File: src/inc/swcd_consts.svh
// Constants of the serial write command decoder: opcodes, arguments, pin indices.
// Assumes inclusion by bare name from the package and the decoder module.
//
// Overview of operation
// - First byte holds a 3-bit opcode over a 5-bit argument.
// - Serial mode 0, clock idles low, input sampled on rising clock edges.
// - Register write is opcode, 5-bit address of 32 in bank, data MSB first.
// - Register write reaches Ethernet, media-access and management groups in any order.
// - Register write data commits on the rising edge completing the data byte.
// - Chip-select rising mid-byte discards that register write byte.
// - Buffer write uses argument 1Ah; bytes stored at the write pointer.
// - With auto-advance set, write pointer steps by one after each byte.
// - With auto-advance set, pointer at top address wraps to zero.
// - Further bytes under held chip-select are stored one after another.
// - Bit set ORs the data byte into the addressed register on last bit.
// - Bit clear ANDs the inverted data byte into the register on last bit.
// - Chip-select rising mid-byte abandons the bit set or clear byte.
// - Soft reset is opcode with argument 1Fh, acted on at chip-select rise.
`ifndef SWCD_CONSTS_SVH
`define SWCD_CONSTS_SVH

// Opcode field values of the first command byte.
`define SWCD_OP_REG_READ     3'h0
`define SWCD_OP_BUF_READ     3'h1
`define SWCD_OP_REG_WRITE    3'h2
`define SWCD_OP_BUF_WRITE    3'h3
`define SWCD_OP_BIT_SET      3'h4
`define SWCD_OP_BIT_CLEAR    3'h5
`define SWCD_OP_SOFT_RESET   3'h7

// Fixed arguments of the buffer and reset commands.
`define SWCD_ARG_BUFFER      5'h1a
`define SWCD_ARG_RESET       5'h1f

// Field layout of the first byte.
`define SWCD_OP_MSB          7
`define SWCD_OP_LSB          5
`define SWCD_ARG_MSB         4
`define SWCD_ARG_LSB         0

// Widths of the datapath.
`define SWCD_ADDR_W          5
`define SWCD_BANK_W          2
`define SWCD_DATA_W          8
`define SWCD_PTR_W           13

// Last bit position within a byte, counted from zero.
`define SWCD_LAST_BIT        3'h7

// Pin indices of the sampled input vector.
`define SWCD_PIN_SI          0
`define SWCD_PIN_SCK         1
`define SWCD_PIN_CS_N        2
`define SWCD_PIN_COUNT       3

`endif

File: src/inc/swcd_pkg.sv
// Types of the serial write command decoder.
// Assumes the constants header sits on the include path.
`include "swcd_consts.svh"

package swcd_pkg;

    // Kind of command being executed once the first byte is decoded.
    typedef enum logic [1:0] {
        SWCD_KIND_WRITE = 2'h0,
        SWCD_KIND_BUFFER = 2'h1,
        SWCD_KIND_SET = 2'h2,
        SWCD_KIND_CLEAR = 2'h3
    } swcd_kind_type;

    // Decoder states, one-hot.
    typedef enum logic [4:0] {
        SWCD_ST_IDLE  = 5'h01,
        SWCD_ST_CMD   = 5'h02,
        SWCD_ST_DATA  = 5'h04,
        SWCD_ST_SKIP  = 5'h08,
        SWCD_ST_RESET = 5'h10
    } swcd_state_type;

    // Register write toward the control register file.
    typedef struct packed {
        logic                     valid;
        logic [`SWCD_BANK_W-1:0]  bank;
        logic [`SWCD_ADDR_W-1:0]  addr;
        logic [`SWCD_DATA_W-1:0]  data;
    } swcd_reg_wr_type;

    // Byte write toward the buffer memory.
    typedef struct packed {
        logic                     valid;
        logic [`SWCD_PTR_W-1:0]   addr;
        logic [`SWCD_DATA_W-1:0]  data;
    } swcd_buf_wr_type;

endpackage

File: src/logic/swcd_decoder.sv
// Serial write command decoder: register write, buffer write, bit set, bit clear, soft reset.
// Assumes serial pins arrive asynchronously and are oversampled by the 20 MHz system clock;
// the control register file applies register writes and supplies the addressed value.
`timescale 1ns/1ps

`include "swcd_consts.svh"

module swcd_decoder (
    input  wire logic                        clock,
    input  wire logic                        nrst,
    input  wire logic                        enable,
    input  wire logic                        spi_sck,
    input  wire logic                        spi_si,
    input  wire logic                        spi_cs_n,
    input  wire logic [`SWCD_BANK_W-1:0]     bank_sel,
    input  wire logic                        pointer_auto_advance,
    input  wire logic                        ptr_load,
    input  wire logic [`SWCD_PTR_W-1:0]      ptr_load_value,
    input  wire logic [`SWCD_DATA_W-1:0]     reg_rd_data,
    output logic [`SWCD_ADDR_W-1:0]          reg_rd_addr,
    output swcd_pkg::swcd_reg_wr_type        reg_wr,
    output swcd_pkg::swcd_buf_wr_type        buf_wr,
    output logic [`SWCD_PTR_W-1:0]           buffer_write_pointer,
    output logic                             soft_reset_pulse,
    output logic                             frame_active
);

    // Synchroniser stages and the filtered level of each pin.
    logic [`SWCD_PIN_COUNT-1:0]  pin_s1_reg;
    logic [`SWCD_PIN_COUNT-1:0]  pin_s2_reg;
    logic [`SWCD_PIN_COUNT-1:0]  pin_s3_reg;
    logic [`SWCD_PIN_COUNT-1:0]  pin_lvl_reg;
    logic [`SWCD_PIN_COUNT-1:0]  pin_raw;
    logic [`SWCD_PIN_COUNT-1:0]  pin_agree;

    // Decoder state.
    swcd_pkg::swcd_state_type    state_reg;
    swcd_pkg::swcd_kind_type     kind_reg;
    logic [2:0]                  bit_cnt_reg;
    logic [`SWCD_DATA_W-1:0]     shift_reg;
    logic [`SWCD_DATA_W-1:0]     shift_next;
    logic [`SWCD_PTR_W-1:0]      ptr_reg;

    // Derived events.
    logic                        sck_rise;
    logic                        cs_rise;
    logic                        cs_fall;
    logic                        byte_done;
    logic [2:0]                  opcode;
    logic [`SWCD_ADDR_W-1:0]     argument;
    logic [`SWCD_DATA_W-1:0]     merged_data;

    assign pin_raw = {spi_cs_n, spi_sck, spi_si};

    // Each pin passes three flip-flops; a change is taken once the second and third agree.
    genvar gi;
    generate
        for (gi = 0; gi < `SWCD_PIN_COUNT; gi = gi + 1) begin : g_sync
            assign pin_agree[gi] = (pin_s2_reg[gi] == pin_s3_reg[gi]);

            // Three-stage sampler with agreement filter; chip-select idles high.
            always_ff @(posedge clock or negedge nrst) begin
                if (!nrst) begin
                    pin_s1_reg[gi]  <= (gi == `SWCD_PIN_CS_N);
                    pin_s2_reg[gi]  <= (gi == `SWCD_PIN_CS_N);
                    pin_s3_reg[gi]  <= (gi == `SWCD_PIN_CS_N);
                    pin_lvl_reg[gi] <= (gi == `SWCD_PIN_CS_N);
                end else if (enable) begin
                    pin_s1_reg[gi] <= pin_raw[gi];
                    pin_s2_reg[gi] <= pin_s1_reg[gi];
                    pin_s3_reg[gi] <= pin_s2_reg[gi];
                    if (pin_agree[gi]) begin
                        pin_lvl_reg[gi] <= pin_s3_reg[gi];
                    end
                end
            end
        end
    endgenerate

    // Serial clock edges are seen only while selected; data is taken on the rising edge.
    assign sck_rise = enable && pin_agree[`SWCD_PIN_SCK] && pin_s3_reg[`SWCD_PIN_SCK]
                      && !pin_lvl_reg[`SWCD_PIN_SCK] && !pin_lvl_reg[`SWCD_PIN_CS_N];
    assign cs_rise  = enable && pin_agree[`SWCD_PIN_CS_N] && pin_s3_reg[`SWCD_PIN_CS_N]
                      && !pin_lvl_reg[`SWCD_PIN_CS_N];
    assign cs_fall  = enable && pin_agree[`SWCD_PIN_CS_N] && !pin_s3_reg[`SWCD_PIN_CS_N]
                      && pin_lvl_reg[`SWCD_PIN_CS_N];

    // Bytes arrive most significant bit first, so each new bit enters at the bottom.
    assign shift_next = {shift_reg[`SWCD_DATA_W-2:0], pin_s3_reg[`SWCD_PIN_SI]};
    assign byte_done  = sck_rise && (bit_cnt_reg == `SWCD_LAST_BIT) && !cs_rise;
    assign opcode     = shift_next[`SWCD_OP_MSB:`SWCD_OP_LSB];
    assign argument   = shift_next[`SWCD_ARG_MSB:`SWCD_ARG_LSB];

    // New register value: plain write, OR for bit set, AND with the inverse for bit clear.
    always_comb begin
        case (kind_reg)
            swcd_pkg::SWCD_KIND_SET:   merged_data = reg_rd_data | shift_next;
            swcd_pkg::SWCD_KIND_CLEAR: merged_data = reg_rd_data & ~shift_next;
            default:                   merged_data = shift_next;
        endcase
    end

    // Bit counter and shifter; both restart whenever chip-select is high, dropping partial bytes.
    always_ff @(posedge clock or negedge nrst) begin
        if (!nrst) begin
            bit_cnt_reg <= 3'h0;
            shift_reg   <= 8'h00;
        end else if (enable) begin
            if (pin_lvl_reg[`SWCD_PIN_CS_N] || cs_rise) begin
                bit_cnt_reg <= 3'h0;
                shift_reg   <= 8'h00;
            end else if (sck_rise) begin
                bit_cnt_reg <= bit_cnt_reg + 3'h1;
                shift_reg   <= shift_next;
            end
        end
    end

    // Command sequencer: decodes the first byte and then routes each following byte.
    always_ff @(posedge clock or negedge nrst) begin
        if (!nrst) begin
            state_reg   <= swcd_pkg::SWCD_ST_IDLE;
            kind_reg    <= swcd_pkg::SWCD_KIND_WRITE;
            reg_rd_addr <= 5'h00;
        end else if (enable) begin
            case (state_reg)
                swcd_pkg::SWCD_ST_IDLE: begin
                    if (cs_fall) begin
                        state_reg <= swcd_pkg::SWCD_ST_CMD;
                    end
                end
                swcd_pkg::SWCD_ST_CMD: begin
                    if (cs_rise) begin
                        state_reg <= swcd_pkg::SWCD_ST_IDLE;
                    end else if (byte_done) begin
                        reg_rd_addr <= argument;
                        case (opcode)
                            `SWCD_OP_REG_WRITE: begin
                                kind_reg  <= swcd_pkg::SWCD_KIND_WRITE;
                                state_reg <= swcd_pkg::SWCD_ST_DATA;
                            end
                            `SWCD_OP_BUF_WRITE: begin
                                kind_reg  <= swcd_pkg::SWCD_KIND_BUFFER;
                                state_reg <= (argument == `SWCD_ARG_BUFFER) ? swcd_pkg::SWCD_ST_DATA
                                                                             : swcd_pkg::SWCD_ST_SKIP;
                            end
                            `SWCD_OP_BIT_SET: begin
                                kind_reg  <= swcd_pkg::SWCD_KIND_SET;
                                state_reg <= swcd_pkg::SWCD_ST_DATA;
                            end
                            `SWCD_OP_BIT_CLEAR: begin
                                kind_reg  <= swcd_pkg::SWCD_KIND_CLEAR;
                                state_reg <= swcd_pkg::SWCD_ST_DATA;
                            end
                            `SWCD_OP_SOFT_RESET: begin
                                state_reg <= (argument == `SWCD_ARG_RESET) ? swcd_pkg::SWCD_ST_RESET
                                                                            : swcd_pkg::SWCD_ST_SKIP;
                            end
                            default: begin
                                state_reg <= swcd_pkg::SWCD_ST_SKIP;
                            end
                        endcase
                    end
                end
                swcd_pkg::SWCD_ST_DATA,
                swcd_pkg::SWCD_ST_SKIP,
                swcd_pkg::SWCD_ST_RESET: begin
                    if (cs_rise) begin
                        state_reg <= swcd_pkg::SWCD_ST_IDLE;
                    end
                end
                default: begin
                    state_reg <= swcd_pkg::SWCD_ST_IDLE;
                end
            endcase
        end
    end

    // Register writes, set and clear commit when the last data bit of a byte is taken.
    always_ff @(posedge clock or negedge nrst) begin
        if (!nrst) begin
            reg_wr <= '0;
        end else if (enable) begin
            reg_wr.valid <= 1'b0;
            if (byte_done && (state_reg == swcd_pkg::SWCD_ST_DATA)
                && (kind_reg != swcd_pkg::SWCD_KIND_BUFFER)) begin
                reg_wr.valid <= 1'b1;
                reg_wr.bank  <= bank_sel;
                reg_wr.addr  <= reg_rd_addr;
                reg_wr.data  <= merged_data;
            end
        end
    end

    // Buffer byte writes, one per completed byte while selected.
    always_ff @(posedge clock or negedge nrst) begin
        if (!nrst) begin
            buf_wr <= '0;
        end else if (enable) begin
            buf_wr.valid <= 1'b0;
            if (byte_done && (state_reg == swcd_pkg::SWCD_ST_DATA)
                && (kind_reg == swcd_pkg::SWCD_KIND_BUFFER)) begin
                buf_wr.valid <= 1'b1;
                buf_wr.addr  <= ptr_reg;
                buf_wr.data  <= shift_next;
            end
        end
    end

    // Write pointer: a load from the register file wins over an advance in the same cycle.
    always_ff @(posedge clock or negedge nrst) begin
        if (!nrst) begin
            ptr_reg <= 13'h0000;
        end else if (enable) begin
            if (ptr_load) begin
                ptr_reg <= ptr_load_value;
            end else if (byte_done && (state_reg == swcd_pkg::SWCD_ST_DATA)
                         && (kind_reg == swcd_pkg::SWCD_KIND_BUFFER) && pointer_auto_advance) begin
                ptr_reg <= ptr_reg + 13'h0001;
            end
        end
    end

    assign buffer_write_pointer = ptr_reg;

    // Soft reset request fires when chip-select rises after a complete reset byte.
    always_ff @(posedge clock or negedge nrst) begin
        if (!nrst) begin
            soft_reset_pulse <= 1'b0;
        end else if (enable) begin
            soft_reset_pulse <= cs_rise && (state_reg == swcd_pkg::SWCD_ST_RESET);
        end
    end

    // Frame indicator follows the filtered chip-select level.
    always_ff @(posedge clock or negedge nrst) begin
        if (!nrst) begin
            frame_active <= 1'b0;
        end else if (enable) begin
            frame_active <= !pin_lvl_reg[`SWCD_PIN_CS_N] && !cs_rise;
        end
    end

endmodule
File: config.mk
export PLATFORM = sky130hd
export DESIGN_NAME = swcd_decoder
export DESIGN_NICKNAME = d
export VERILOG_FILES = /design/src/inc/swcd_pkg.sv /design/src/logic/swcd_decoder.sv
export VERILOG_INCLUDE_DIRS = /design/src /design/src/inc
export SDC_FILE = /design/constraint.sdc
export NUM_CORES = 1
export LEC_CHECK = 0
export BUFFER_PORTS_ARGS = -buffer_cell sky130_fd_sc_hd__buf_2
export CAP_MARGIN = 10
export CELL_PAD_IN_SITES_DETAIL_PLACEMENT = 1
export CELL_PAD_IN_SITES_GLOBAL_PLACEMENT = 2
export CORE_UTILIZATION = 31
export CTS_CLUSTER_DIAMETER = 60
export DETAILED_ROUTE_END_ITERATION = 16
export PLACE_DENSITY_LB_ADDON = 0.1
export SLEW_MARGIN = 30
export SYNTH_ARGS = -nofsm -noshare
export SYNTH_HDL_FRONTEND = slang
export SYNTH_SLANG_ARGS = --single-unit
File: constraint.sdc
create_clock -name clock -period 1.8 [get_ports clock]
set_input_delay 0.36 -clock clock [delete_from_list [all_inputs] [get_ports clock]]
set_output_delay 0.36 -clock clock [all_outputs]
set_load 0.02 [all_outputs]
==> metrics.cfg <==
[run_status]
status = finished, violations left
violations = setup timing

[timing]
fin_ws_ns = -0.271
holdWs_ns = 0.244
setup_violations = 57
hold_violations = 0
tns_ns = -10.70
finClkSkew_ns = 0.00874
drv_slew = 0
max_slew.worst_pin.slew_ns = 0.425
fmax_mhz = 483
slew_headroom_pct = 71.7
period_needed_ns = 2.07
period_share_pct = 115
rsz0062_at_grt = true

[logic_synthesis]
synthSimpleGateAreaFrac_pct = 11.6
syn_area_per_cell_sq_um = 11.2
async_reset_ff_share_pct = 100
syn-num-nets = 381
ys_seq_area_share_pct = 55.6
ys_ff_latch = 86
synth_compound_area_share_pct = 15.2
synthXorXnorAreaFrac_pct = 0.451
synthMuxAreaShare_pct = 13.0
synth-main-ff-cell = dfrtp_1
synth.distinct_cells = 51
synthesis.area_sq_um = 3880
synth_top_family_by_area = compound AO/OA/AOI/OAI gates
synthCells = 347
synthAdderAreaFrac_pct = 0.967
yosysWarnings = 0
synth_edf_count = 0

[layout]
num_antenna_cells = 0
nFillCells = 1386
regMostFlops = buf_wr
final_cell_mix = buf_2, dfrtp_1, buf_4, mux2_2, a21oi_1
drive_gt1_share_pct = 47.1
largest_reg_flops = 22
syn_to_final_growth_pct = 37.4
multi_input_area_sq_um = 1710
seqCellArea_sq_um = 2160
utilization_pct = 44.0
final_cells = 650
final_common_cell = buf_2
fin_nets = 511
design_area_sq_um = 5330

[routing]
vias = 3181
remaining_drc_errors = 0
drt_iter0_drc = 117
via_per_inst = 4.89
ant_nets = 0
routed_wirelength_mm = 11.0
wire_per_inst_um = 16.9
dr.pass1.iters = 4

[worst_setup_path]
end_kind = flop
crit_path_start = bit_cnt_reg[0]
path_buf_inv = 1
worstPathCellList = ha_2, ha_4, nand4b_1, or3_4, nor3b_4, buf_12, mux2_2
critPathArrivalTime_ns = 2.30
critPathKind = flop to flop
slowest_stage = or3_4
worstPathRequired_ns = 2.03
reg2reg_from = bit_cnt_reg[0]
crit_family = simple AND/OR/NAND/NOR gates
path_max_fanout = 13
crit_path_start_kind = flop
slowest_delay_ns = 0.40

[clocking]
cts_buffer_depth = 2
cts_made_buffers = 9
clk_pin_slew_ns = 0.06
cts_tree = yes
clock-root-buffer = clkbuf_16
clk_latency_ns = 0.35
cts_sinks = 86
htreeDepth = 3

[die]
fp-row-count = 40
ios = 89
dieWidth_um = 114
design.core.area_sq_um = 12100
start_util_pct = 32.0
die_h_um = 114
die-area_sq_um = 13000

[pwr]
switching_share_pct = 28.8
power_frac_seq_pct = 44.1
p_switching_mw = 1.44
max-vdd-ir-drop_mv = 0.582
powerDensity_nw_per_um2 = 938
internal_power_mw = 3.56
combPwrFrac_pct = 18.4
p_leak_nw = 2.71
power_frac_clock_pct = 37.6
total_power_mw = 5.00

[flow_run]
maxCapViolCount = 0

[min_path]
worstHoldStart = spi_si
hp-class = primary input to flop

[grt]
grt_usage_pct = 18.3
antenna_found_initial = 1
grt_pass1_vias = 3367
grt_pass1_wl_mm = 18.0
grt.overflow.total = 0
grt_max_degree = 28

[place]
dp.cells = 627
io_buffers = 88
dp_hpwl_mm = 7.66
place_ws_ns = -0.288
post_dp_cell_area_sq_um = 4840
place.gp.congestion = 0.767

## logic make-up (layout without fill, tap and decap cells)
group                      count (synthesis)  in the layout
AOI/OAI and AO/OA                         96             96
and+or+nand+nor                           87             87
DFF                                       86             86
muxes                                     45             45
buffers and inverters                     28            163
adders and majority gates                  3              3
xor gates and xnor gates                   2              2
## what timing repair did
item	CTS	global route
hold buffers	1	0
pin swaps	6	2
gates cloned	1	1
buffers inserted	3	2
hold endpoints to repair	20	0
endpoints found under the setup margin	58	61
resized for setup	11	25
## worst reg2reg max path, delay by kind of cell, from the launching register on
kind                     cells  cell delay [ns]
multiplexers                 1             0.34
buffers and inverters        1             0.19
flip-flops                   1             0.36
adder cells (fa/ha/maj)      2             0.31
AND/OR/NAND/NOR              3             0.76
## power by group through the flow
stage	sequential, mW	combinational [mW]	clock [mW]
finish	2.20	0.918	1.88
global placement	2.23	0.850	0
global route	2.23	1.02	2.01
detailed placement	2.23	0.865	0
floorplan	2.32	0.333	0
CTS	2.20	0.897	1.95
## per-layer routing
layer	global-route usage (%)	part of all wire (%)	vias up	wire, um
met3	3.93	3.9	13	428
met1	23.7	46	1591	5100
li1	-	-	1506	-
met5	0	0.11	-	12
met2	29.7	48	69	5250
met4	7.79	1.7	2	184
## Yosys cell counts, types with 2 or more instances
master | count | area (sq um)
nand3_1 | 10 | 50.1
nor2_1 | 16 | 60.1
or3_1 | 2 | 12.5
o31ai_1 | 2 | 15.0
dfrtp_1 | 81 | 2030
o21ai_0 | 18 | 90.1
mux2_2 | 43 | 484
nor4_1 | 2 | 12.5
clkbuf_1 | 9 | 33.8
a22o_1 | 11 | 96.3
nor3_1 | 4 | 20.0
a21oi_1 | 47 | 235
dfstp_2 | 5 | 131
buf_1 | 3 | 11.3
a31o_2 | 2 | 17.5
o22ai_1 | 2 | 12.5
and3_1 | 5 | 31.3
ha_1 | 3 | 37.5
nand2_1 | 31 | 116
mux2i_1 | 2 | 20.0
nand4_1 | 3 | 18.8
a21o_1 | 4 | 30.0
or2_2 | 2 | 12.5
inv_1 | 8 | 30.0
buf_2 | 6 | 30.0
## area by class of cell
| cell class | instances | share of cell area [%] |
|---|---|---|
| multi-input combinational | 233 | 32.0 |
| timing repair buffer | 139 | 17.5 |
| clock inverter | 6 | 1.17 |
| sequential | 86 | 40.5 |
| tap | 168 | 3.94 |
| clock buffer | 10 | 4.29 |
| inverter | 8 | 0.563 |
## worst paths after layout
| check | to | slack (ns) | cells after the start |
|---|---|---|---|
| min in group asynchronous | reg_wr[6] | 0.49 | 2 |
| hold / removal | pin_s1_reg[0] | 0.24 | 2 |
| max in group asynchronous | reg_wr[13] | 0.71 | 3 |
| hold reg to reg | reg_wr[15] | 0.48 | 1 |
| setup / recovery | reg_wr[8] | -0.27 | 7 |
| setup reg to reg | reg_wr[8] | -0.27 | 7 |
No activity file was read; power rests on OpenSTA's default activity.
